### src/verilog/ccr_pkg.sv
// Package with register map, field positions, reset values and types of the correlation regs.
`default_nettype none
package ccr_pkg;

  // ----------------------------------------------------------------
  // Register offsets.
  // ----------------------------------------------------------------
  localparam logic [7:0] OFF_COMMAND = 8'h40;
  localparam logic [7:0] OFF_PREAMP_DC_LEVEL = 8'h42;
  localparam logic [7:0] OFF_TRANSMIT_DRIVE_LEVELS = 8'h43;
  localparam logic [7:0] OFF_MEASUREMENT_INTERVAL = 8'h45;
  localparam logic [7:0] OFF_HEALTH_FLAGS = 8'h48;
  localparam logic [7:0] OFF_SAMPLER_DC_VALUE = 8'h49;
  localparam logic [7:0] OFF_ECHO_MODE_CONFIG = 8'h4B;
  localparam logic [7:0] OFF_SECOND_PEAK_VALUE = 8'h4C;
  localparam logic [7:0] OFF_INNER_LOOP_COUNTER = 8'h4D;
  localparam logic [7:0] OFF_FIRMWARE_REVISION = 8'h4F;
  localparam logic [7:0] OFF_RECORD_WINDOW = 8'h51;
  localparam logic [7:0] OFF_MEMORY_READ_DATA = 8'h52;
  localparam logic [7:0] OFF_ACQUISITION_CONTROL = 8'h53;
  localparam logic [7:0] OFF_RECORD_NOISE_PEAK = 8'h5A;
  localparam logic [7:0] OFF_RESET_CONTROL = 8'h5C;
  localparam logic [7:0] OFF_MEMORY_SELECT = 8'h5D;
  localparam logic [7:0] OFF_MEASURED_TX_POWER = 8'h5F;
  localparam logic [7:0] OFF_FINE_DELAY = 8'h60;
  localparam logic [7:0] OFF_PEAK_INDEX_HIGH = 8'h61;
  localparam logic [7:0] OFF_PEAK_INDEX_LOW = 8'h62;
  localparam logic [7:0] OFF_CROSSING_UPPER_VALUE = 8'h63;
  localparam logic [7:0] OFF_CROSSING_LOWER_VALUE = 8'h64;
  localparam logic [7:0] OFF_POWER_CONTROL = 8'h65;

  // ----------------------------------------------------------------
  // Writable bit masks, field positions and reset values.
  // ----------------------------------------------------------------
  localparam logic [7:0] MASK_ECHO_MODE = 8'h97;
  localparam logic [7:0] MASK_MEMORY_SELECT = 8'hC0;
  localparam logic [3:0] MASK_POWER = 4'hF;
  localparam int MODE_SKIP_DC_BIT = 7;
  localparam int MODE_RECORD_SEL_BIT = 4;
  localparam int MODE_MAX_RANGE_BIT = 2;
  localparam int MODE_RANGE_CRIT_BIT = 1;
  localparam int MODE_SECOND_RET_BIT = 0;
  localparam int PWR_DET_BIAS_BIT = 3;
  localparam int PWR_SLEEP_BIT = 2;
  localparam int PWR_RCVR_BIT = 1;
  localparam int PWR_PREAMP_BIT = 0;
  localparam int SEGMENT_SHIFT = 6;
  localparam logic [7:0] RST_MEAS_INTERVAL = 8'hC8;
  localparam logic [7:0] DEFAULT_SPACING = 8'hC8;
  localparam logic [3:0] RST_POWER = 4'h0;
  localparam logic [4:0] FINE_DELAY_MAX = 5'h1D;
  localparam logic [4:0] FINE_DELAY_SPAN = 5'h1E;

  // ----------------------------------------------------------------
  // Timing: one interval unit is 500 us at a 5 ns clock.
  // ----------------------------------------------------------------
  localparam int INTERVAL_UNIT_NS = 500000;
  localparam int CLK_PERIOD_NS = 5;
  localparam int INTERVAL_UNIT_CYCLES = INTERVAL_UNIT_NS / CLK_PERIOD_NS;

  // Measured values handed in by the correlation core.
  typedef struct packed {
    logic [3:0] health;
    logic [7:0] samplerDc;
    logic [7:0] secondPeak;
    logic [7:0] rawNoise;
    logic rawNoiseValid;
    logic [7:0] txPower;
    logic [15:0] peakIndex;
    logic [7:0] crossUpper;
    logic [7:0] crossLower;
    logic crossValid;
    logic [8:0] memWord;
  } ccr_core_t;

  // One candidate echo.
  typedef struct packed {
    logic [15:0] range;
    logic [7:0] peak;
  } ccr_echo_t;

endpackage
`default_nettype wire

### src/verilog/ccr_regs.sv
// Correlation core external register bank with echo selection, interval timer and power control.
//
// Overview of operation
// - Keep full-range preamp DC level for servo.
// - Upper nibble reference drive, lower signal drive.
// - Interval register sets measurement spacing.
// - Programmed interval only with velocity scale set.
// - Health flags in bits zero to three.
// - Read back sampler DC level.
// - Mode bit seven skips DC stabilization.
// - Mode bit four picks reference/signal record.
// - Mode bit two picks farther echo.
// - Mode bit one selects by distance.
// - Mode bit zero reports alternative echo.
// - Read back second largest peak value.
// - Window register gives start/stop segments.
// - Data register returns low byte; sign aside.
// - Memory select bits choose readable memory.
// - Noise peak stored scaled by 1.25.
// - Fine delay reported within 0 to 29.
// - Peak index read as high/low bytes.
// - Crossing values stored and interpolate fine delay.
// - Sleep bit; wake on bus transaction.
// - Read back measured transmit power.
// - Command write starts operation at once.
`timescale 1ns/100ps
`default_nettype none
module ccr_regs #(
  parameter int TICK_CYCLES = ccr_pkg::INTERVAL_UNIT_CYCLES,
  parameter logic [7:0] FW_REVISION = 8'h01  // Arbitrary value.
) (
  input wire logic mclk,
  input wire logic rst_n,
  input wire logic [7:0] regAddr,
  input wire logic regWrEn,
  input wire logic [7:0] regWrData,
  input wire logic regRdEn,
  output logic [7:0] regRdData,
  output logic regRdValid,
  input wire logic busActivity,
  input wire logic velocityScale,
  input wire ccr_pkg::ccr_core_t core,
  input wire ccr_pkg::ccr_echo_t echoNear,
  input wire ccr_pkg::ccr_echo_t echoFar,
  output logic cmdStart,
  output logic [7:0] cmdValue,
  output logic recordSelect,
  output logic [7:0] preampDcLevel,
  output logic [3:0] refDrive,
  output logic [3:0] sigDrive,
  output logic measTick,
  output logic skipDcStab,
  output logic [15:0] selectedRange,
  output logic selectedFar,
  output logic [3:0] winStart,
  output logic [3:0] winStop,
  output logic [1:0] memSelect,
  output logic memSignBit,
  output logic [7:0] noisePeak,
  output logic [4:0] fineDelay,
  output logic [7:0] resetControl,
  output logic detBiasOff,
  output logic sleepActive,
  output logic receiver_supply_off,
  output logic oscillator_off,
  output logic preampOff
);

  // ----------------------------------------------------------------
  // State.
  // ----------------------------------------------------------------
  typedef struct packed {
    logic [7:0] preampDc;
    logic [7:0] txDrive;
    logic [7:0] measInterval;
    logic [7:0] modeCfg;
    logic [7:0] innerLoop;
    logic [7:0] window;
    logic [7:0] acqCtrl;
    logic [7:0] resetCtrl;
    logic [7:0] memSel;
    logic [7:0] crossUp;
    logic [7:0] crossLow;
    logic [3:0] power;
    logic [7:0] noise;
    logic [4:0] fine;
    logic [7:0] rdData;
    logic rdValid;
    logic cmdStart;
    logic [7:0] cmdValue;
    logic measTick;
    logic [16:0] tickCnt;
    logic [7:0] unitCnt;
    logic [15:0] echoRange;
    logic echoFar;
    logic busSync1;
    logic busSync2;
    logic busPrev;
  } ccr_state_t;

  ccr_state_t state_q;
  ccr_state_t state_d;

  // Linear interpolation of the zero crossing across one coarse step.
  function automatic logic [4:0] ccr_interp(input logic [7:0] up, input logic [7:0] low);
    logic [12:0] num;
    logic [8:0] den;
    logic [12:0] quo;
    num = 13'(up) * 13'(ccr_pkg::FINE_DELAY_SPAN);
    den = 9'(up) + 9'(low);
    quo = (den == 9'h000) ? 13'h0000 : num / 13'(den);
    if (quo > 13'(ccr_pkg::FINE_DELAY_MAX)) begin
      quo = 13'(ccr_pkg::FINE_DELAY_MAX);
    end
    return quo[4:0];
  endfunction

  logic busWake;
  logic accessOk;
  logic [8:0] noiseScaled;
  logic [7:0] spacing;
  logic nearIsStronger;
  logic primaryFar;

  // ----------------------------------------------------------------
  // Next-state logic.
  // ----------------------------------------------------------------
  // Register accesses are ignored while asleep; a waking transaction is thrown away if its strobe comes within two cycles of the bus activity edge.
  always_comb begin
    state_d = state_q;
    busWake = state_q.busSync2 & ~state_q.busPrev;
    accessOk = ~state_q.power[ccr_pkg::PWR_SLEEP_BIT];
    noiseScaled = 9'(core.rawNoise) + 9'(core.rawNoise[7:2]);
    spacing = velocityScale ? state_q.measInterval : ccr_pkg::DEFAULT_SPACING;
    nearIsStronger = echoNear.peak >= echoFar.peak;
    state_d.busSync1 = busActivity;
    state_d.busSync2 = state_q.busSync1;
    state_d.busPrev = state_q.busSync2;
    state_d.cmdStart = 1'b0;
    state_d.rdValid = 1'b0;
    state_d.measTick = 1'b0;

    // Host writes; unused bits are masked off.
    if (regWrEn && accessOk) begin
      unique case (regAddr)
        ccr_pkg::OFF_COMMAND: begin
          state_d.cmdStart = 1'b1;
          state_d.cmdValue = regWrData;
        end
        ccr_pkg::OFF_PREAMP_DC_LEVEL: state_d.preampDc = regWrData;
        ccr_pkg::OFF_TRANSMIT_DRIVE_LEVELS: state_d.txDrive = regWrData;
        ccr_pkg::OFF_MEASUREMENT_INTERVAL: state_d.measInterval = regWrData;
        ccr_pkg::OFF_ECHO_MODE_CONFIG: state_d.modeCfg = regWrData & ccr_pkg::MASK_ECHO_MODE;
        ccr_pkg::OFF_INNER_LOOP_COUNTER: state_d.innerLoop = regWrData;
        ccr_pkg::OFF_RECORD_WINDOW: state_d.window = regWrData;
        ccr_pkg::OFF_ACQUISITION_CONTROL: state_d.acqCtrl = regWrData;
        ccr_pkg::OFF_RESET_CONTROL: state_d.resetCtrl = regWrData;
        ccr_pkg::OFF_MEMORY_SELECT: state_d.memSel = regWrData & ccr_pkg::MASK_MEMORY_SELECT;
        ccr_pkg::OFF_CROSSING_UPPER_VALUE: state_d.crossUp = regWrData;
        ccr_pkg::OFF_CROSSING_LOWER_VALUE: state_d.crossLow = regWrData;
        ccr_pkg::OFF_POWER_CONTROL: state_d.power = regWrData[3:0] & ccr_pkg::MASK_POWER;
        default: ;
      endcase
    end

    // Host reads; write-only and unmapped offsets return zero.
    if (regRdEn && accessOk) begin
      state_d.rdValid = 1'b1;
      state_d.rdData = 8'h00;
      unique case (regAddr)
        ccr_pkg::OFF_PREAMP_DC_LEVEL: state_d.rdData = state_q.preampDc;
        ccr_pkg::OFF_TRANSMIT_DRIVE_LEVELS: state_d.rdData = state_q.txDrive;
        ccr_pkg::OFF_MEASUREMENT_INTERVAL: state_d.rdData = state_q.measInterval;
        ccr_pkg::OFF_HEALTH_FLAGS: state_d.rdData = {4'h0, core.health};
        ccr_pkg::OFF_SAMPLER_DC_VALUE: state_d.rdData = core.samplerDc;
        ccr_pkg::OFF_ECHO_MODE_CONFIG: state_d.rdData = state_q.modeCfg;
        ccr_pkg::OFF_SECOND_PEAK_VALUE: state_d.rdData = core.secondPeak;
        ccr_pkg::OFF_INNER_LOOP_COUNTER: state_d.rdData = state_q.innerLoop;
        ccr_pkg::OFF_FIRMWARE_REVISION: state_d.rdData = FW_REVISION;
        ccr_pkg::OFF_MEMORY_READ_DATA: begin
          if (state_q.memSel[7:6] != 2'b00) begin
            state_d.rdData = core.memWord[7:0];
            state_d.acqCtrl[0] = core.memWord[8];
          end
        end
        ccr_pkg::OFF_RECORD_NOISE_PEAK: state_d.rdData = state_q.noise;
        ccr_pkg::OFF_RESET_CONTROL: state_d.rdData = state_q.resetCtrl;
        ccr_pkg::OFF_MEMORY_SELECT: state_d.rdData = state_q.memSel;
        ccr_pkg::OFF_MEASURED_TX_POWER: state_d.rdData = core.txPower;
        ccr_pkg::OFF_FINE_DELAY: state_d.rdData = {3'h0, state_q.fine};
        ccr_pkg::OFF_PEAK_INDEX_HIGH: state_d.rdData = core.peakIndex[15:8];
        ccr_pkg::OFF_PEAK_INDEX_LOW: state_d.rdData = core.peakIndex[7:0];
        ccr_pkg::OFF_CROSSING_UPPER_VALUE: state_d.rdData = state_q.crossUp;
        ccr_pkg::OFF_CROSSING_LOWER_VALUE: state_d.rdData = state_q.crossLow;
        default: ;
      endcase
    end

    // Core captures win over a host write in the same cycle, so no crossing is lost.
    if (core.crossValid) begin
      state_d.crossUp = core.crossUpper;
      state_d.crossLow = core.crossLower;
    end
    state_d.fine = ccr_interp(state_q.crossUp, state_q.crossLow);

    // Noise scaled by 1.25 and saturated at a full byte.
    if (core.rawNoiseValid) begin
      state_d.noise = noiseScaled[8] ? 8'hFF : noiseScaled[7:0];
    end

    // Echo choice: strongest or by distance, then optionally the other one.
    primaryFar = state_q.modeCfg[ccr_pkg::MODE_RANGE_CRIT_BIT] ?
        state_q.modeCfg[ccr_pkg::MODE_MAX_RANGE_BIT] : ~nearIsStronger;
    state_d.echoFar = primaryFar ^ state_q.modeCfg[ccr_pkg::MODE_SECOND_RET_BIT];
    state_d.echoRange = state_d.echoFar ? echoFar.range : echoNear.range;

    // Interval timer stops in sleep; a zero interval behaves like one unit.
    if (state_q.power[ccr_pkg::PWR_SLEEP_BIT]) begin
      state_d.tickCnt = 17'h00000;
      state_d.unitCnt = 8'h00;
    end else if (state_q.tickCnt >= 17'(TICK_CYCLES - 1)) begin
      state_d.tickCnt = 17'h00000;
      if (state_q.unitCnt + 8'h01 >= spacing) begin
        state_d.unitCnt = 8'h00;
        state_d.measTick = 1'b1;
      end else begin
        state_d.unitCnt = state_q.unitCnt + 8'h01;
      end
    end else begin
      state_d.tickCnt = state_q.tickCnt + 17'h00001;
    end

    // A bus transaction wakes the block; the wake wins over a same-cycle sleep write.
    if (busWake) begin
      state_d.power[ccr_pkg::PWR_SLEEP_BIT] = 1'b0;
    end
  end

  // ----------------------------------------------------------------
  // State register.
  // ----------------------------------------------------------------
  always_ff @(posedge mclk) begin
    if (!rst_n) begin
      state_q <= '0;
      state_q.measInterval <= ccr_pkg::RST_MEAS_INTERVAL;
      state_q.power <= ccr_pkg::RST_POWER;
    end else begin
      state_q <= state_d;
    end
  end

  // ----------------------------------------------------------------
  // Outputs, all taken from the state register.
  // ----------------------------------------------------------------
  assign regRdData = state_q.rdData;
  assign regRdValid = state_q.rdValid;
  assign cmdStart = state_q.cmdStart;
  assign cmdValue = state_q.cmdValue;
  assign recordSelect = state_q.modeCfg[ccr_pkg::MODE_RECORD_SEL_BIT];
  assign preampDcLevel = state_q.preampDc;
  assign refDrive = state_q.txDrive[7:4];
  assign sigDrive = state_q.txDrive[3:0];
  assign measTick = state_q.measTick;
  assign skipDcStab = state_q.modeCfg[ccr_pkg::MODE_SKIP_DC_BIT];
  assign selectedRange = state_q.echoRange;
  assign selectedFar = state_q.echoFar;
  assign winStart = state_q.window[3:0];
  assign winStop = state_q.window[7:4];
  assign memSelect = state_q.memSel[7:6];
  assign memSignBit = state_q.acqCtrl[0];
  assign noisePeak = state_q.noise;
  assign fineDelay = state_q.fine;
  assign resetControl = state_q.resetCtrl;
  assign detBiasOff = state_q.power[ccr_pkg::PWR_DET_BIAS_BIT];
  assign sleepActive = state_q.power[ccr_pkg::PWR_SLEEP_BIT];
  assign receiver_supply_off = state_q.power[ccr_pkg::PWR_RCVR_BIT];
  assign oscillator_off = state_q.power[ccr_pkg::PWR_RCVR_BIT];
  assign preampOff = state_q.power[ccr_pkg::PWR_PREAMP_BIT];
endmodule // ccr_regs
`default_nettype wire

### config.mk
export PLATFORM = sky130hd
export DESIGN_NAME = ccr_regs
export DESIGN_NICKNAME = d
export VERILOG_FILES = /design/src/verilog/ccr_pkg.sv /design/src/verilog/ccr_regs.sv
export SDC_FILE = /design/constraint.sdc
export NUM_CORES = 1
export LEC_CHECK = 0
export BUFFER_PORTS_ARGS = -buffer_cell sky130_fd_sc_hd__buf_4
export CORE_MARGIN = 3
export CORE_UTILIZATION = 45
export CTS_CLUSTER_SIZE = 28
export DETAILED_ROUTE_END_ITERATION = 6
export PLACE_DENSITY = 0.69
export SYNTH_ARGS = -nofsm -noshare
export SYNTH_HDL_FRONTEND = slang
export SYNTH_SLANG_ARGS = --single-unit
### constraint.sdc
create_clock -name mclk -period 25.5 [get_ports mclk]
set_clock_uncertainty 0.1 [all_clocks]
set_input_delay 5.1 -clock mclk [delete_from_list [all_inputs] [get_ports mclk]]
set_output_delay 5.1 -clock mclk [all_outputs]
set_load 0.02 [all_outputs]
# [Yosys cells after proc, flatten, opt, wreduce, memory -nomap -nowiden]
# Index checks and enable logic that the tools add are counted.
[totals] word_cells=116 in_bits=149 reg_bits=153 output_inout_bits=91
[op_classes] reduce_logical=25 eq_ne=23 multipliers=1 mux=23 order_cmp=4 n_bitwise=7 n_addsub=4 n_div=1
[ops] op="== test 8 x 7 -> 1 bit (second input constant)" count=23
[ops] op="case mux 8 bit (19 select lines)" count=1
[ops] op="two-way mux 8 bit" count=8
[ops] op="two-way mux 37 bit" count=1
[ops] op="two-way mux 16 bit" count=2
[ops] op="AND reduction 2 bit" count=13
[ops] op="adder 17 x 1 -> 17 bit (second input constant)" count=1
[ops] op=">= comparator 17 bit (second input constant)" count=1
[ops] op=">= comparator 8 bit" count=2
[ops] op="divider 13 x 9 -> 13 bit" count=1
[ops] op="> comparator 13 x 5 -> 1 bit (second input constant)" count=1
[ops] op="two-way mux 13 bit" count=1
[ops] op="multiplier 8 x 4 -> 12 bit (second input constant)" count=1
[ops] op="adder 8 x 6 -> 9 bit" count=1
[ops] op="adder 8 x 8 -> 9 bit" count=1
[ops] op="logical NOT 9 bit" count=1
[ops] op="two-way mux 9 bit" count=1
[ops] op="adder 8 x 1 -> 8 bit (second input constant)" count=1
[ops] op="nonzero test 2 bit" count=4
[ops] op="two-way mux 1 bit" count=7
[ops] op="OR reduction 2 bit" count=3
[ops] op="OR reduction 3 bit" count=2
[ops] op="two-way mux 5 bit" count=1
[ops] op="inverter 1 bit" count=5
[ops] op="4 further kinds" count=5

# [Logic depth before layout (Yosys ltp)]
[logic_depth] depth_word=6 depth_mapped=130 mapped_depth_nobuf=121

# [Least setup slack after synthesis]
# OpenSTA, ideal clock, no wires.
[synth_timing] path_kind="register to register" startpoint="register state_q[90] in the netlist's numbering" endpoint="register state_q, in the netlist fineDelay[0]" setup_slack_ns=1.691 path_buffers=8 path_stages_with_launch=120 setup_ns=0.120 required_time_ns=25.280 synth_period_minus_slack_ns=23.809 arrival_ns=23.589 path_cell_list="dfxtp_1 > inv_1 > fa_1 > fa_1 > inv_1 > ha_1 > o21ai_0 > o21bai_1 > a21oi_1 > or4_1 > o2111ai_1 > ha_1 > nor2_1 > nor3_1 > nand2_1 > nand2_1 > o21ai_0 > ha_1 > [... 84 more ...] > a21oi_1 > and3_1 > buf_4 > mux2_1 > ha_1 > a21o_1 > a21oi_1 > nor2b_1 > o21ai_0 > nand2b_1 > a21oi_1 > nor2b_1 > o21ai_0 > nand2b_1 > a21oi_1 > nand2_1 > nor3_1 > o2bb2ai_1"
[synth_via] elab_chain_len=5 elab_cells_between_ends=7 cone_classes="add/sub (1); mul (1); div (1); order compare (1); mux (2); reduce/logical (1)"
[synth_rtl] element="start: declaration" line_no="ccr_regs.sv:101" rtl="ccr_state_t state_q;"
[synth_rtl] element="start signal: assignment" line_no="ccr_regs.sv:248" rtl="state_q <= state_d;"
[synth_rtl] element="multiplier 8 x 4 -> 12 bit / adder 8 x 8 -> 9 bit (equally long branches)" line_no="ccr_regs.sv:109, ccr_regs.sv:110"
[synth_rtl] element="divider 13 x 9 -> 13 bit / logical NOT 9 bit (equally long branches)" line_no="ccr_regs.sv:111" rtl="quo = (den == 9'h000) ? 13'h0000 : num / 13'(den);"
[synth_rtl] element="two-way mux 13 bit (*)" line_no="ccr_regs.sv:111"
[synth_rtl] element="> comparator 13 x 5 -> 1 bit" line_no="ccr_regs.sv:112" rtl="if (quo > 13'(ccr_pkg::FINE_DELAY_MAX)) begin"
[synth_rtl] element="two-way mux 5 bit (*)" line_no="ccr_regs.sv:112"
# Mark *: on every way between the ends. The rest lies on a longest branch, timed or not.
# A chain may end at the register's enable or synchronous reset.

# [Final worst setup path]
# Ends and elaborated chain as after synthesis.

==> summary.md <==
| Metric | Value |
|---|---|
| Routed vias/inst | ~5.9 |
| Clock latency on the worst-skew pair | around 0.44 ns |
| Worst-margin pin slew | around 1.3 ns |
| Final setup fails | 0 |
| Kind of critical path | flip-flop to flip-flop |
| TritonCTS clock tree | built |
| Count of final max-slew check failures | 0 |
| Root Driver | clkbuf_16 |
| Netlist cell types | 80 |
| Maximum fanout along the worst path | 17 |
| Worst Hold Margin | around 0.34 ns |
| Io pins | 240 |
| DR pass1 iterations | 6 |
| Std cell rows | a little over 60 |
| Period utilisation layout | 0.947 |
| Reg clk slew, reported paths | approximately 0.07 ns |
| Final core utilization | 0.553 |
| Die X | approximately 180 um |
| Vias | between 10000 and 15000 |
| Syn Nets | approximately 1900 |
| Sink Count | between 150 and 200 |
| Share of cells above drive strength 1 | 0.218 |
| Synth warn | 0 |
| Antenna-violating nets left | 0 |
| First DRT Iteration DRCs | between 1000 and 1500 |
| First-pass GRT wire length | around 67000 um |
| Maximum clock rate | roughly 0.041 GHz |
| Die ar. | ~30000 um^2 |
| Clock Path Buffers | 2 |
| DPL Wire Length | 33700 um |
| Slowest cell on the critical path | or4_4 |
| Sequential share of the synthesized area | 0.237 |
| Worst stage delay on the critical path | 0.57 ns |
| Largest net degree at the start of global routing | between 100 and 150 |
| Main synth FF type | dfxtp_1 |
| Cells after DPL | approximately 2100 |
| IO buf count | 239 |
| CP Launch Type | flip-flop |
| Buffers and inverters on the worst path | 8 |
| GR Util All Layers | 0.273 |
| Syn avg cell area | between 7 and 8 um^2 |
| Most used cell, CP | ha_1 |
| Num CTS Buffers | 17 |
| WL/cell | between 20 and 25 um |
| Area grow syn2layout | 20.0% |
| Routed WL | approximately 44000 um |
| Die H | around 180 um |
| Core area | between 20000 and 30000 um^2 |
| Headroom to the max-slew limit | 0.157 |
| Critical Path AT | ~24 ns |
| Max cap viols | 0 |
| Post-route DRC | 0 |
| Gpl congestion | 0.922 |
| Layout net count | about 2100 |
| Worst min path class | flip-flop to flip-flop |
| Mapped Cells | approximately 1600 |
| Remaining Overflow, GRT | 0 |
| Synth async-reset ratio | 0 |
| Setup TNS | 0 ns |
| Synthesized area | ~13000 um^2 |
| Number of synthesized flops with an enable pin | 0 |
| Htree depth | 4 |
| Min Tclk post-route | about 24 ns |
| Vias in the first global route | around 12000 |
| Worst endpoint required time | 25.72 ns |
| Hold Violations, Final | 0 |
| Initial antenna violation count | 2 |
| Non-Filler Instances | 2196 |
| Critical path's top delay family | compound AO/OA/AOI/OAI gates |
| Initial Util | 0.461 |
| Setup crit end kind | flip-flop |
| FF+latch count, synth | 153 |
| Status | complete, no violations |
logic make-up after synthesis:
kind of cell,after synthesis,share of synthesized area
flip-flops,153,0.237
XOR/XNOR,71,0.0482
adder cells (fa/ha/maj),143,0.147
AND/OR/NAND/NOR,580,0.211
buffers and inverters,210,0.0861
multiplexers,83,0.0665
AO/OA/AOI/OAI,399,0.204
stage by stage:
step	cell area, um^2	setup slack, ns
2_1_floorplan	12900	1.69
3_3_place_gp	14500	0.535
3_5_place_dp	14500	-0.277
4_1_cts	15100	0.0535
5_1_grt	15500	-0.138
6_report	15500	1.34
area by class of cell:
class                           count  area [um^2]
Tap cell                          378          473
Timing Repair Buffer              281         2120
Sequential cell                   153         3080
Fill cell                        2630        12500
Clock inverter                     14          148
Clock buffer                       18          429
Antenna cell                        1         2.50
Multi-Input combinational cell   1278         8960
Inverter                           73          279
registers in the layout, indices dropped and copies added, names as in the netlist, 2 cells and up:
name,count
cmdValue,8
noisePeak,8
resetControl,8
state_q,61
state_d,2
fineDelay,5
memSelect,2
regRdData,8
winStop,4
sigDrive,4
winStart,4
preampDcLevel,8
refDrive,4
selectedRange,16
synthesized netlist by cell type (7+ instances only):
cell	number	area, um^2
nand2_1	176	661
nor2_1	166	623
dfxtp_1	153	3060
a21oi_1	135	676
ha_1	128	1600
buf_4	81	608
inv_1	71	267
mux2i_1	61	611
nand3_1	58	290
o21ai_0	56	280
clkbuf_1	50	188
xnor2_1	48	420
nor3_1	38	190
a22oi_1	32	240
o21a_1	23	173
xor2_1	23	201
nand2b_1	22	138
nor2b_1	21	131
mux2_2	20	225
a21o_1	19	143
nand4_1	18	113
and3_1	16	100
a31oi_1	15	93.8
fa_1	15	300
a221oi_1	13	114
o31ai_1	13	97.6
or3_1	13	81.3
a32o_1	9	90.1
o21ai_1	9	45.0
and2_1	8	50.1
nor4_1	8	50.1
a22o_1	7	61.3
nand3b_1	7	52.6
nor3b_1	7	52.6
worst register-to-register path: cells and delay by family (launching register included):
family	cells	cell delay, ns
AO/OA/AOI/OAI	48	8.89
AND/OR/NAND/NOR	34	5.90
buffers and inverters	8	1.09
adder cells (fa/ha/maj)	16	5.22
multiplexers	8	2.45
flip-flops	1	0.42
cell usage in the layout, fill, tap and decap left out, types with 18 or more instances in the layout:
cell type,netlist,layout
nand2b_1,22,21
nor2_1,166,165
a21oi_1,135,126
o21a_1,23,23
ha_1,128,126
nand2_1,176,175
inv_1,71,70
nand4_1,18,18
a21o_1,19,18
mux2_2,20,20
nor3_1,38,37
nand3_1,58,57
dfxtp_1,153,146
xnor2_1,48,46
o21ai_0,56,55
buf_4,81,279
a22oi_1,32,32
xor2_1,23,23
nor2b_1,21,19
mux2i_1,61,60
final timing paths:
| check | slack, ns | endpoint | startpoint | depth (start not counted) |
|---|---|---|---|---|
| worst max-delay path | 1.34 | fineDelay[0] | state_q[90] | 114 |
| worst min register to register | 0.34 | state_q[0] | state_d[0] | 2 |
| worst max register to register | 1.34 | fineDelay[0] | state_q[90] | 114 |
| worst min-delay path | 0.34 | state_q[0] | state_d[0] | 2 |
routing by layer:
| layer | global-route usage | part of all wire | up-vias |
|---|---|---|---|
| met3 | 0.0603 | 0.086 | 103 |
| met2 | 0.452 | 0.47 | 612 |
| met1 | 0.345 | 0.41 | 6063 |
| met4 | 0.115 | 0.037 | 0 |
| li1 | - | - | 6149 |
| met5 | 0 | 0 | - |
repair_timing:
item / 4_1_cts / 5_1_grt
cloned: 0 / 3
resized for setup: 5 / 45
setup buffers: 0 / 22
pin swaps: 0 / 21
hold buffers: 0 / 0
endpoints found under the setup margin: 1 / 2
Power is left out: the tool's default activity adds up to more than one toggle a clock period on the data nets, which glitch-free logic cannot reach.
